**src/design/tcap_pkg.sv**
```systemverilog
// Constants, register map and carrier types of the input capture timer channel
package tcap_pkg;

  // ----------------------------------------------------------------
  // Bus widths
  // ----------------------------------------------------------------
  localparam int ADDR_W = 8;
  localparam int DATA_W = 8;

  typedef logic [DATA_W-1:0] tcap_byte_t;

  typedef struct packed {
    logic [ADDR_W-1:0] addr;
    tcap_byte_t        wdata;
    logic              wr;
    logic              rd;
  } tcap_bus_req_s;

  typedef struct packed {
    logic ovf;
    logic cap_c;
    logic cap_a;
  } tcap_evt_s;

  // ----------------------------------------------------------------
  // Register offsets
  // ----------------------------------------------------------------
  localparam logic [ADDR_W-1:0] OFS_PFM    = 8'h00;
  localparam logic [ADDR_W-1:0] OFS_ILVL   = 8'h01;
  localparam logic [ADDR_W-1:0] OFS_MODULE_STANDBY_CONTROL  = 8'h02;
  localparam logic [ADDR_W-1:0] OFS_MODE   = 8'h03;
  localparam logic [ADDR_W-1:0] OFS_CCR1   = 8'h04;
  localparam logic [ADDR_W-1:0] OFS_IOR0   = 8'h05;
  localparam logic [ADDR_W-1:0] OFS_IOR1   = 8'h06;
  localparam logic [ADDR_W-1:0] OFS_CNT_LO = 8'h08;
  localparam logic [ADDR_W-1:0] OFS_CNT_HI = 8'h09;
  localparam logic [ADDR_W-1:0] OFS_GRA_LO = 8'h0A;
  localparam logic [ADDR_W-1:0] OFS_GRA_HI = 8'h0B;
  localparam logic [ADDR_W-1:0] OFS_GRC_LO = 8'h0C;
  localparam logic [ADDR_W-1:0] OFS_GRC_HI = 8'h0D;
  localparam logic [ADDR_W-1:0] OFS_STAT   = 8'h10;
  localparam logic [ADDR_W-1:0] OFS_ICLR   = 8'h11;
  localparam logic [ADDR_W-1:0] OFS_IEN    = 8'h12;

  // ----------------------------------------------------------------
  // Field positions and codes
  // ----------------------------------------------------------------
  localparam int PFM_SEL_LO    = 2;
  localparam int PFM_SEL_HI    = 3;
  localparam logic [1:0] PFM_ROUTE_CAP = 2'h1;
  localparam int ILVL_LO       = 4;
  localparam int ILVL_HI       = 5;
  localparam logic [1:0] LVL_OFF = 2'h0;
  localparam int MST_SLEEP_BIT = 5;
  localparam int MODE_DUAL_BIT = 3;
  localparam int MODE_BUF_BIT  = 4;
  localparam int MODE_RUN_BIT  = 7;
  localparam int CCR1_SRC_LO   = 4;
  localparam int CCR1_SRC_HI   = 6;
  localparam int CCR1_CLR_BIT  = 7;
  localparam logic [2:0] SRC_UNDIV = 3'h0;
  localparam logic [2:0] SRC_DIV2  = 3'h1;
  localparam logic [2:0] SRC_DIV4  = 3'h2;
  localparam logic [2:0] SRC_DIV8  = 3'h3;
  localparam logic [2:0] SRC_DIV32 = 3'h4;
  localparam int IOR_EDGE_LO   = 0;
  localparam int IOR_EDGE_HI   = 1;
  localparam int IOR_CAP_BIT   = 2;
  localparam logic [1:0] EDGE_RISE = 2'h0;
  localparam logic [1:0] EDGE_FALL = 2'h1;
  localparam int ST_CAP_A      = 0;
  localparam int ST_CAP_C      = 2;
  localparam int ST_OVF        = 7;
  localparam int PRESC_W       = 5;

  // ----------------------------------------------------------------
  // Reset values
  // ----------------------------------------------------------------
  localparam tcap_byte_t RST_ZERO  = 8'h00;
  localparam tcap_byte_t RST_MODULE_STANDBY_CONTROL = 8'h20;

endpackage

```
**src/design/tcap_top.sv**
```systemverilog
// Input capture timer channel with byte register port and level interrupt
`timescale 1ns/1ps
module tcap_top #(
  parameter int CNT_W = 16
) (
  // Clock and reset
  input  wire logic                  ref_clk,
  input  wire logic                  srst,
  // Register port
  input  wire tcap_pkg::tcap_bus_req_s bus_req,
  output logic [tcap_pkg::DATA_W-1:0] rd_data,
  // Pins
  input  wire logic                  port1_pin1,
  input  wire logic                  capture_pin_c,
  // Interrupt
  output logic                       irq
);

  // ----------------------------------------------------------------
  // Elaboration checks
  // ----------------------------------------------------------------
  if (CNT_W != 2 * tcap_pkg::DATA_W) begin : g_bad_width
    $error("CNT_W must be two register bytes wide");
  end

  // ----------------------------------------------------------------
  // Helpers
  // ----------------------------------------------------------------
  function automatic logic edge_hit(input logic [1:0] sel,
                                    input logic       rise,
                                    input logic       fall);
    logic hit;
    unique case (sel)
      tcap_pkg::EDGE_RISE: hit = rise;
      tcap_pkg::EDGE_FALL: hit = fall;
      default:             hit = rise | fall;
    endcase
    return hit;
  endfunction

  function automatic logic src_tick(input logic [2:0] sel,
                                    input logic [tcap_pkg::PRESC_W-1:0] pc);
    logic t;
    unique case (sel)
      tcap_pkg::SRC_UNDIV: t = 1'b1;
      tcap_pkg::SRC_DIV2:  t = &pc[0:0];
      tcap_pkg::SRC_DIV4:  t = &pc[1:0];
      tcap_pkg::SRC_DIV8:  t = &pc[2:0];
      tcap_pkg::SRC_DIV32: t = &pc[4:0];
      default:             t = 1'b0;
    endcase
    return t;
  endfunction

  // ----------------------------------------------------------------
  // Pin synchronisers
  // ----------------------------------------------------------------
  localparam int NPIN = 2;
  logic [NPIN-1:0] pin_raw;
  logic [NPIN-1:0] meta_reg;
  logic [NPIN-1:0] sync_reg;
  logic [NPIN-1:0] last_reg;
  logic [NPIN-1:0] rise;
  logic [NPIN-1:0] fall;

  assign pin_raw = {capture_pin_c, port1_pin1};

  // First stage feeds only the second; edges come from stages two and three
  for (genvar i = 0; i < NPIN; i++) begin : g_sync
    always_ff @(posedge ref_clk) begin
      if (srst) begin
        meta_reg[i] <= 1'b0;
        sync_reg[i] <= 1'b0;
        last_reg[i] <= 1'b0;
      end else begin
        meta_reg[i] <= pin_raw[i];
        sync_reg[i] <= meta_reg[i];
        last_reg[i] <= sync_reg[i];
      end
    end
    assign rise[i] = sync_reg[i] & ~last_reg[i];
    assign fall[i] = ~sync_reg[i] & last_reg[i];
  end

  // ----------------------------------------------------------------
  // Register state
  // ----------------------------------------------------------------
  tcap_pkg::tcap_byte_t pfm_reg, pfm_next;
  tcap_pkg::tcap_byte_t ilvl_reg, ilvl_next;
  tcap_pkg::tcap_byte_t mst_reg, mst_next;
  tcap_pkg::tcap_byte_t mode_reg, mode_next;
  tcap_pkg::tcap_byte_t ccr1_reg, ccr1_next;
  tcap_pkg::tcap_byte_t ior0_reg, ior0_next;
  tcap_pkg::tcap_byte_t ior1_reg, ior1_next;
  tcap_pkg::tcap_byte_t stat_reg, stat_next;
  tcap_pkg::tcap_byte_t armed_reg, armed_next;
  tcap_pkg::tcap_byte_t ien_reg, ien_next;
  tcap_pkg::tcap_byte_t rd_data_reg, rd_data_next;
  logic [CNT_W-1:0] cnt_reg, cnt_next;
  logic [CNT_W-1:0] gra_reg, gra_next;
  logic [CNT_W-1:0] grc_reg, grc_next;
  logic [tcap_pkg::PRESC_W-1:0] presc_reg, presc_next;
  logic irq_reg, irq_next;

  // ----------------------------------------------------------------
  // Control decode
  // ----------------------------------------------------------------
  logic active;
  logic timer_mode;
  logic buffered;
  logic running;
  logic tick;
  logic clr_on_cap;
  logic a_cap_en;
  logic c_cap_en;
  logic pin_routed;
  tcap_pkg::tcap_evt_s evt;
  logic wr;
  logic rd;
  logic [tcap_pkg::ADDR_W-1:0] addr;
  tcap_pkg::tcap_byte_t wdat;

  assign wr   = bus_req.wr;
  assign rd   = bus_req.rd;
  assign addr = bus_req.addr;
  assign wdat = bus_req.wdata;

  assign active     = ~mst_reg[tcap_pkg::MST_SLEEP_BIT];
  assign timer_mode = mode_reg[tcap_pkg::MODE_DUAL_BIT];
  assign buffered   = mode_reg[tcap_pkg::MODE_BUF_BIT];
  assign running    = active & mode_reg[tcap_pkg::MODE_RUN_BIT];
  assign tick       = running &
                      src_tick(ccr1_reg[tcap_pkg::CCR1_SRC_HI:tcap_pkg::CCR1_SRC_LO],
                               presc_reg);
  assign clr_on_cap = ccr1_reg[tcap_pkg::CCR1_CLR_BIT];
  assign pin_routed = pfm_reg[tcap_pkg::PFM_SEL_HI:tcap_pkg::PFM_SEL_LO]
                      == tcap_pkg::PFM_ROUTE_CAP;
  assign a_cap_en   = active & timer_mode & pin_routed &
                      ior0_reg[tcap_pkg::IOR_CAP_BIT];
  // Channel C pin is unused while C buffers A
  assign c_cap_en   = active & timer_mode & ~buffered &
                      ior1_reg[tcap_pkg::IOR_CAP_BIT];

  assign evt.cap_a = a_cap_en &
                     edge_hit(ior0_reg[tcap_pkg::IOR_EDGE_HI:tcap_pkg::IOR_EDGE_LO],
                              rise[0], fall[0]);
  assign evt.cap_c = c_cap_en &
                     edge_hit(ior1_reg[tcap_pkg::IOR_EDGE_HI:tcap_pkg::IOR_EDGE_LO],
                              rise[1], fall[1]);
  assign evt.ovf   = tick & (&cnt_reg);

  // Software waits two clocks after control 1 before I/O control 0
  // no write hold-off is kept here.

  // ----------------------------------------------------------------
  // Control registers
  // ----------------------------------------------------------------
  always_comb begin
    pfm_next  = pfm_reg;
    ilvl_next = ilvl_reg;
    mst_next  = mst_reg;
    mode_next = mode_reg;
    ccr1_next = ccr1_reg;
    ior0_next = ior0_reg;
    ior1_next = ior1_reg;
    ien_next  = ien_reg;
    if (wr) begin
      unique case (addr)
        tcap_pkg::OFS_PFM:   pfm_next  = wdat;
        tcap_pkg::OFS_ILVL:  ilvl_next = wdat;
        tcap_pkg::OFS_MODULE_STANDBY_CONTROL: mst_next  = wdat;
        tcap_pkg::OFS_MODE:  mode_next = wdat;
        tcap_pkg::OFS_CCR1:  ccr1_next = wdat;
        tcap_pkg::OFS_IOR0:  ior0_next = wdat;
        tcap_pkg::OFS_IOR1:  ior1_next = wdat;
        tcap_pkg::OFS_IEN:   ien_next  = wdat;
        default: ;
      endcase
    end
  end

  always_ff @(posedge ref_clk) begin
    if (srst) begin
      pfm_reg  <= tcap_pkg::RST_ZERO;
      ilvl_reg <= tcap_pkg::RST_ZERO;
      mst_reg  <= tcap_pkg::RST_MODULE_STANDBY_CONTROL;
      mode_reg <= tcap_pkg::RST_ZERO;
      ccr1_reg <= tcap_pkg::RST_ZERO;
      ior0_reg <= tcap_pkg::RST_ZERO;
      ior1_reg <= tcap_pkg::RST_ZERO;
      ien_reg  <= tcap_pkg::RST_ZERO;
    end else begin
      pfm_reg  <= pfm_next;
      ilvl_reg <= ilvl_next;
      mst_reg  <= mst_next;
      mode_reg <= mode_next;
      ccr1_reg <= ccr1_next;
      ior0_reg <= ior0_next;
      ior1_reg <= ior1_next;
      ien_reg  <= ien_next;
    end
  end

  // ----------------------------------------------------------------
  // Counter and general registers
  // ----------------------------------------------------------------
  always_comb begin
    presc_next = running ? presc_reg + 1'b1 : '0;
    cnt_next   = cnt_reg;
    gra_next   = gra_reg;
    grc_next   = grc_reg;
    if (tick) begin
      cnt_next = cnt_reg + 1'b1;
    end
    if (evt.cap_a) begin
      gra_next = cnt_reg;
      if (buffered) begin
        grc_next = gra_reg;
      end
      if (clr_on_cap) begin
        cnt_next = '0;
      end
    end
    if (evt.cap_c) begin
      grc_next = cnt_reg;
    end
    // Software writes win over hardware updates in the same cycle
    if (wr) begin
      unique case (addr)
        tcap_pkg::OFS_CNT_LO: cnt_next[7:0]  = wdat;
        tcap_pkg::OFS_CNT_HI: cnt_next[15:8] = wdat;
        tcap_pkg::OFS_GRA_LO: gra_next[7:0]  = wdat;
        tcap_pkg::OFS_GRA_HI: gra_next[15:8] = wdat;
        tcap_pkg::OFS_GRC_LO: grc_next[7:0]  = wdat;
        tcap_pkg::OFS_GRC_HI: grc_next[15:8] = wdat;
        default: ;
      endcase
    end
  end

  always_ff @(posedge ref_clk) begin
    if (srst) begin
      presc_reg <= '0;
      cnt_reg   <= '0;
      gra_reg   <= '0;
      grc_reg   <= '0;
    end else begin
      presc_reg <= presc_next;
      cnt_reg   <= cnt_next;
      gra_reg   <= gra_next;
      grc_reg   <= grc_next;
    end
  end

  // ----------------------------------------------------------------
  // Status, clear and interrupt
  // ----------------------------------------------------------------
  tcap_pkg::tcap_byte_t set_bits;
  tcap_pkg::tcap_byte_t clr_bits;

  always_comb begin
    set_bits = '0;
    set_bits[tcap_pkg::ST_CAP_A] = evt.cap_a;
    set_bits[tcap_pkg::ST_CAP_C] = evt.cap_c;
    set_bits[tcap_pkg::ST_OVF]   = evt.ovf;
    clr_bits   = '0;
    armed_next = armed_reg;
    // A read arms each flag seen as 1; a later 0 write clears it
    if (rd && addr == tcap_pkg::OFS_STAT) begin
      armed_next = armed_reg | stat_reg;
    end
    if (wr && addr == tcap_pkg::OFS_STAT) begin
      clr_bits = armed_reg & ~wdat;
    end
    if (wr && addr == tcap_pkg::OFS_ICLR) begin
      clr_bits = clr_bits | wdat;
    end
    // A set in the clearing cycle survives
    stat_next  = (stat_reg & ~clr_bits) | set_bits;
    armed_next = armed_next & ~clr_bits;
    irq_next   = (|(stat_next & ien_reg)) &
                 (ilvl_reg[tcap_pkg::ILVL_HI:tcap_pkg::ILVL_LO]
                  != tcap_pkg::LVL_OFF);
  end

  always_ff @(posedge ref_clk) begin
    if (srst) begin
      stat_reg  <= tcap_pkg::RST_ZERO;
      armed_reg <= tcap_pkg::RST_ZERO;
      irq_reg   <= 1'b0;
    end else begin
      stat_reg  <= stat_next;
      armed_reg <= armed_next;
      irq_reg   <= irq_next;
    end
  end

  // ----------------------------------------------------------------
  // Read port
  // ----------------------------------------------------------------
  always_comb begin
    rd_data_next = '0;
    if (rd) begin
      unique case (addr)
        tcap_pkg::OFS_PFM:    rd_data_next = pfm_reg;
        tcap_pkg::OFS_ILVL:   rd_data_next = ilvl_reg;
        tcap_pkg::OFS_MODULE_STANDBY_CONTROL:  rd_data_next = mst_reg;
        tcap_pkg::OFS_MODE:   rd_data_next = mode_reg;
        tcap_pkg::OFS_CCR1:   rd_data_next = ccr1_reg;
        tcap_pkg::OFS_IOR0:   rd_data_next = ior0_reg;
        tcap_pkg::OFS_IOR1:   rd_data_next = ior1_reg;
        tcap_pkg::OFS_CNT_LO: rd_data_next = cnt_reg[7:0];
        tcap_pkg::OFS_CNT_HI: rd_data_next = cnt_reg[15:8];
        tcap_pkg::OFS_GRA_LO: rd_data_next = gra_reg[7:0];
        tcap_pkg::OFS_GRA_HI: rd_data_next = gra_reg[15:8];
        tcap_pkg::OFS_GRC_LO: rd_data_next = grc_reg[7:0];
        tcap_pkg::OFS_GRC_HI: rd_data_next = grc_reg[15:8];
        tcap_pkg::OFS_STAT:   rd_data_next = stat_reg;
        tcap_pkg::OFS_IEN:    rd_data_next = ien_reg;
        default:              rd_data_next = '0;
      endcase
    end
  end

  always_ff @(posedge ref_clk) begin
    if (srst) begin
      rd_data_reg <= tcap_pkg::RST_ZERO;
    end else begin
      rd_data_reg <= rd_data_next;
    end
  end

  assign rd_data = rd_data_reg;
  assign irq     = irq_reg;

endmodule

```
**config.mk**
```make
export PLATFORM = sky130hd
export DESIGN_NAME = tcap_top
export DESIGN_NICKNAME = d
export VERILOG_FILES = /design/src/design/tcap_pkg.sv /design/src/design/tcap_top.sv
export SDC_FILE = /design/constraint.sdc
export NUM_CORES = 1
export LEC_CHECK = 0
export ABC_AREA = 1
export BUFFER_PORTS_ARGS = -buffer_cell sky130_fd_sc_hd__buf_2
export CORE_MARGIN = 4
export CORE_UTILIZATION = 55
export DETAILED_ROUTE_END_ITERATION = 12
export PLACE_DENSITY = 0.73
export SLEW_MARGIN = 10
export SYNTH_ARGS = -nofsm -noshare
export SYNTH_HDL_FRONTEND = slang
export SYNTH_SLANG_ARGS = --single-unit
```
**constraint.sdc**
```tcl
create_clock -name ref_clk -period 2.5 [get_ports ref_clk]
set_input_delay 0.5 -clock ref_clk [delete_from_list [all_inputs] [get_ports ref_clk]]
set_output_delay 0.5 -clock ref_clk [all_outputs]
set_load 0.005 [all_outputs]
```
==> impl_metrics.py <==
metrics = {
    "placed_design": {
        "port_buffers": 30,
        "post-dp-hpwl_um": 17090,
        "placedInstanceArea_mm2": 0.007928,
        "place_congestion": 1.017,
    },
    "floorplanning": {
        "coreArea_mm2": 0.01340,
        "rows": 42,
        "die_w_um": 125.6,
        "ioPinCount": 31,
        "initial_core_util": 0.5672,
        "die_h_um": 125.6,
        "die_area_mm2": 0.01577,
    },
    "clock_network": {
        "post_cts_buffers": 0,
        "ctsHoldBuffers": 0,
        "cts_max_level": 4,
        "clock_latency_ns": 0.43,
        "cts_made_buffers": 17,
        "cts.sinks": 148,
        "ctsResizeCount": 0,
        "clockBufferDepth": 2,
        "cts-root-buf": "clkbuf_16",
        "cts_tree": "yes",
        "clk_pin_slew_ns": 0.06,
    },
    "yosys": {
        "ys.flop_type": "dfxtp_1",
        "avgSynthCellArea_um2": 6.781,
        "synth-seq-cells": 148,
        "async_reset_ff_frac": 0,
        "synthesis.area_mm2": 0.007601,
        "yosysSeqAreaShare": 0.3898,
        "yosys.area.top_type_share": 0.3898,
        "synth_top_area_cell": "dfxtp_1",
        "synth_edf_count": 0,
        "synth_cells": 1121,
        "synthDistinctLibCells": 38,
        "yosys_warnings": 0,
        "synth_fp_nets": 1151,
        "synth_area_leaders": "dfxtp_1, nand2_1, o21ai_0, a21oi_1, inv_1",
    },
    "layout": {
        "multiInputGateArea_mm2": 0.003862,
        "drive_above_1_share": 0.1032,
        "diodes": 0,
        "seqCellArea_mm2": 0.002963,
        "synthToLayoutAreaGrowth_pct": 11.52,
        "nNetsFinal": 1181,
        "design_area_mm2": 0.008477,
        "n_fill_cell": 1298,
    },
    "grt": {
        "gr-usage-met2": 0.4531,
        "grt_pass1_vias": 6766,
        "grt.met3_usage": 0.05970,
        "grt_usage": 0.3062,
        "gr-max-usage-layer": "met2",
        "met1_usage": 0.4375,
        "grt.overflow.total": 0,
        "antenna_found_initial": 0,
        "grt_start_max_net_pins": 50,
        "grt_pass1_wl_um": 37690,
    },
    "sta": {
        "maxSlewViolCount": 0,
        "fin_worst_skew_ns": 0.008035,
        "final_hold_viol_count": 0,
        "setup_violations": 0,
        "setup_tns_ns": 0,
        "rsz0062_at_grt": "no",
        "slew_headroom": 0.5297,
        "max_freq_ghz": 0.4488,
        "min_period_ns": 2.228,
        "tightest_slew_ns": 0.7038,
        "period_share": 0.8912,
    },
    "drt": {
        "dr.pass1.iters": 7,
        "drtAntennaViolNets": 0,
        "drt_iter0_drc": 964,
        "vias_per_cell": 5.688,
        "drcViolationCount": 0,
        "wl_um": 24320,
        "routedWlPerCell_um": 18.17,
        "vias": 7616,
    },
    "power": {
        "power.density_mw_per_mm2": 593.5,
        "peakVddDrop_mv": 0.4564,
        "seq_power_share": 0.471,
        "p_sw_uw": 1167,
        "clockPowerShare": 0.484,
        "swShare": 0.2320,
        "internal_power_uw": 3864,
        "p_leak_uw": 0.003328,
        "combPwrFrac": 0.045,
    },
    "job": {
        "maxCapViolations": 0,
    },
    "worst_setup_path": {
        "worstPathArrival_ns": 2.57,
        "crit_path_cell_trace": "ha_1, inv_1, nor2_1, ha_1, nand2_1, nand2_1, nand2_1, nand2_1, nand2_1, nor2_1, xor2_1, nand2_1, a21oi_1",
        "worst_setup_path_end_kind": "register",
        "crit_top_cell": "nand2_1",
        "max_stage_delay_ns": 0.38,
        "cpMaxStageDelayCell": "dfxtp_1",
        "crit_fanout": 9,
        "critPathKind": "reg -> reg",
        "startpoint_type": "register",
        "worstPathRequired_ns": 2.84,
    },
    "hold_path": {
        "min_path_type": "in -> reg",
    },
    "outcome": {
        "status": "finished clean",
    },
}
## per-stage QoR
stage / total power, µW / cells / setup slack (ns) / hold WS [ns] / utilization
floorplan: 2537 / 1121 / 0.7004 / 0.3883 / -
global placement: 2639 / 1308 / 0.3802 / 0.3986 / 0.5916
detailed placement: 2639 / 1308 / 0.3147 / 0.3979 / 0.5916
CTS: 5039 / 1339 / 0.2911 / 0.2726 / 0.6326
global route: 5165 / 1339 / 0.01491 / 0.3102 / 0.6326
finish: 5031 / 1339 / 0.2720 / 0.2785 / 0.6326
## cell type report
type,count,share of cell area
Timing Repair Buffer,54,0.03897
Inverter,147,0.06509
Clock buffer,20,0.05151
Sequential cell,148,0.3495
Clock inverter,11,0.01328
Tap cell,176,0.02598
Multi-Input combinational cell,783,0.4556
## cell usage after synthesis, types with 7 or more instances
cell and instances:
clkinv_1 8, nand3_1 69, a21oi_1 116, nand4_1 16, nor2_4 11, dfxtp_1 148, nand2_1 227, xor2_1 7
ha_1 8, clkbuf_1 23, buf_2 8, o21ai_0 161, inv_1 133, a211oi_1 8, a31oi_1 8, nor2_1 101
nand2_2 7, o22ai_1 8, o211ai_1 10
## layer usage
metal / wire length [µm] / up-vias
met3: 2281 / 62
met2: 10290 / 349
met5: 0 / -
li1: - / 3763
met1: 10950 / 3442
met4: 794 / 0
## placed cells by master, fill, tap and decap left out, types with 3 or more instances in the layout
cell type	synthesis	layout
a211oi_1	8	8
a21oi_1	116	116
a31oi_1	8	8
buf_2	8	30
buf_4	6	24
clkbuf_1	23	3
clkbuf_16	0	17
clkinv_1	8	8
clkinv_2	0	7
dfxtp_1	148	148
ha_1	8	8
inv_1	133	132
inv_2	6	7
nand2_1	227	227
nand2_2	7	7
nand3_1	69	69
nand4_1	16	16
nor2_1	101	101
nor2_2	4	4
nor2_4	11	11
nor3_1	4	4
o211ai_1	10	10
o21ai_0	161	161
o22ai_1	8	8
o31ai_1	3	3
xor2_1	7	7
## worst paths after layout
check / cells past startpoint / from / to / slack (ns)
max: 13 / presc_reg[0]$_SDFF_PP0_ / cnt_reg[4]$_SDFF_PP0_ / 0.27
max reg2reg: 13 / presc_reg[0]$_SDFF_PP0_ / cnt_reg[4]$_SDFF_PP0_ / 0.27
min reg2reg: 2 / meta_reg[0]$_SDFF_PP0_ / sync_reg[0]$_SDFF_PP0_ / 0.41
min: 3 / port1_pin1 / meta_reg[0]$_SDFF_PP0_ / 0.28
## power by group through the flow
stage / clock network [µW] / logic, µW / registers, µW
floorplan: 0 / 116 / 2420
global placement: 0 / 217 / 2420
detailed placement: 0 / 217 / 2420
CTS: 2450 / 218 / 2370
global route: 2560 / 238 / 2370
finish: 2440 / 225 / 2370
## critical path: cells and delay by family (launching register included)
| kind | cells | cell delay [ns] |
|---|---|---|
| flip-flops | 1 | 0.38 |
| AND/OR/NAND/NOR | 8 | 1.06 |
| buffers and inverters | 1 | 0.06 |
| adder cells (fa/ha/maj) | 2 | 0.33 |
| AO/OA/AOI/OAI | 1 | 0.16 |
| XOR/XNOR | 1 | 0.16 |
## logic make-up after synthesis
kind of cell             after synthesis  share of synthesized area
XOR/XNOR                               7                   0.008066
AND/OR/NAND/NOR                      449                     0.2657
flip-flops                           148                     0.3898
AO/OA/AOI/OAI                        319                     0.2212
adder cells (fa/ha/maj)                8                    0.01317
buffers and inverters                190                     0.1021
Note: power is estimated with default switching activity, not from simulation.
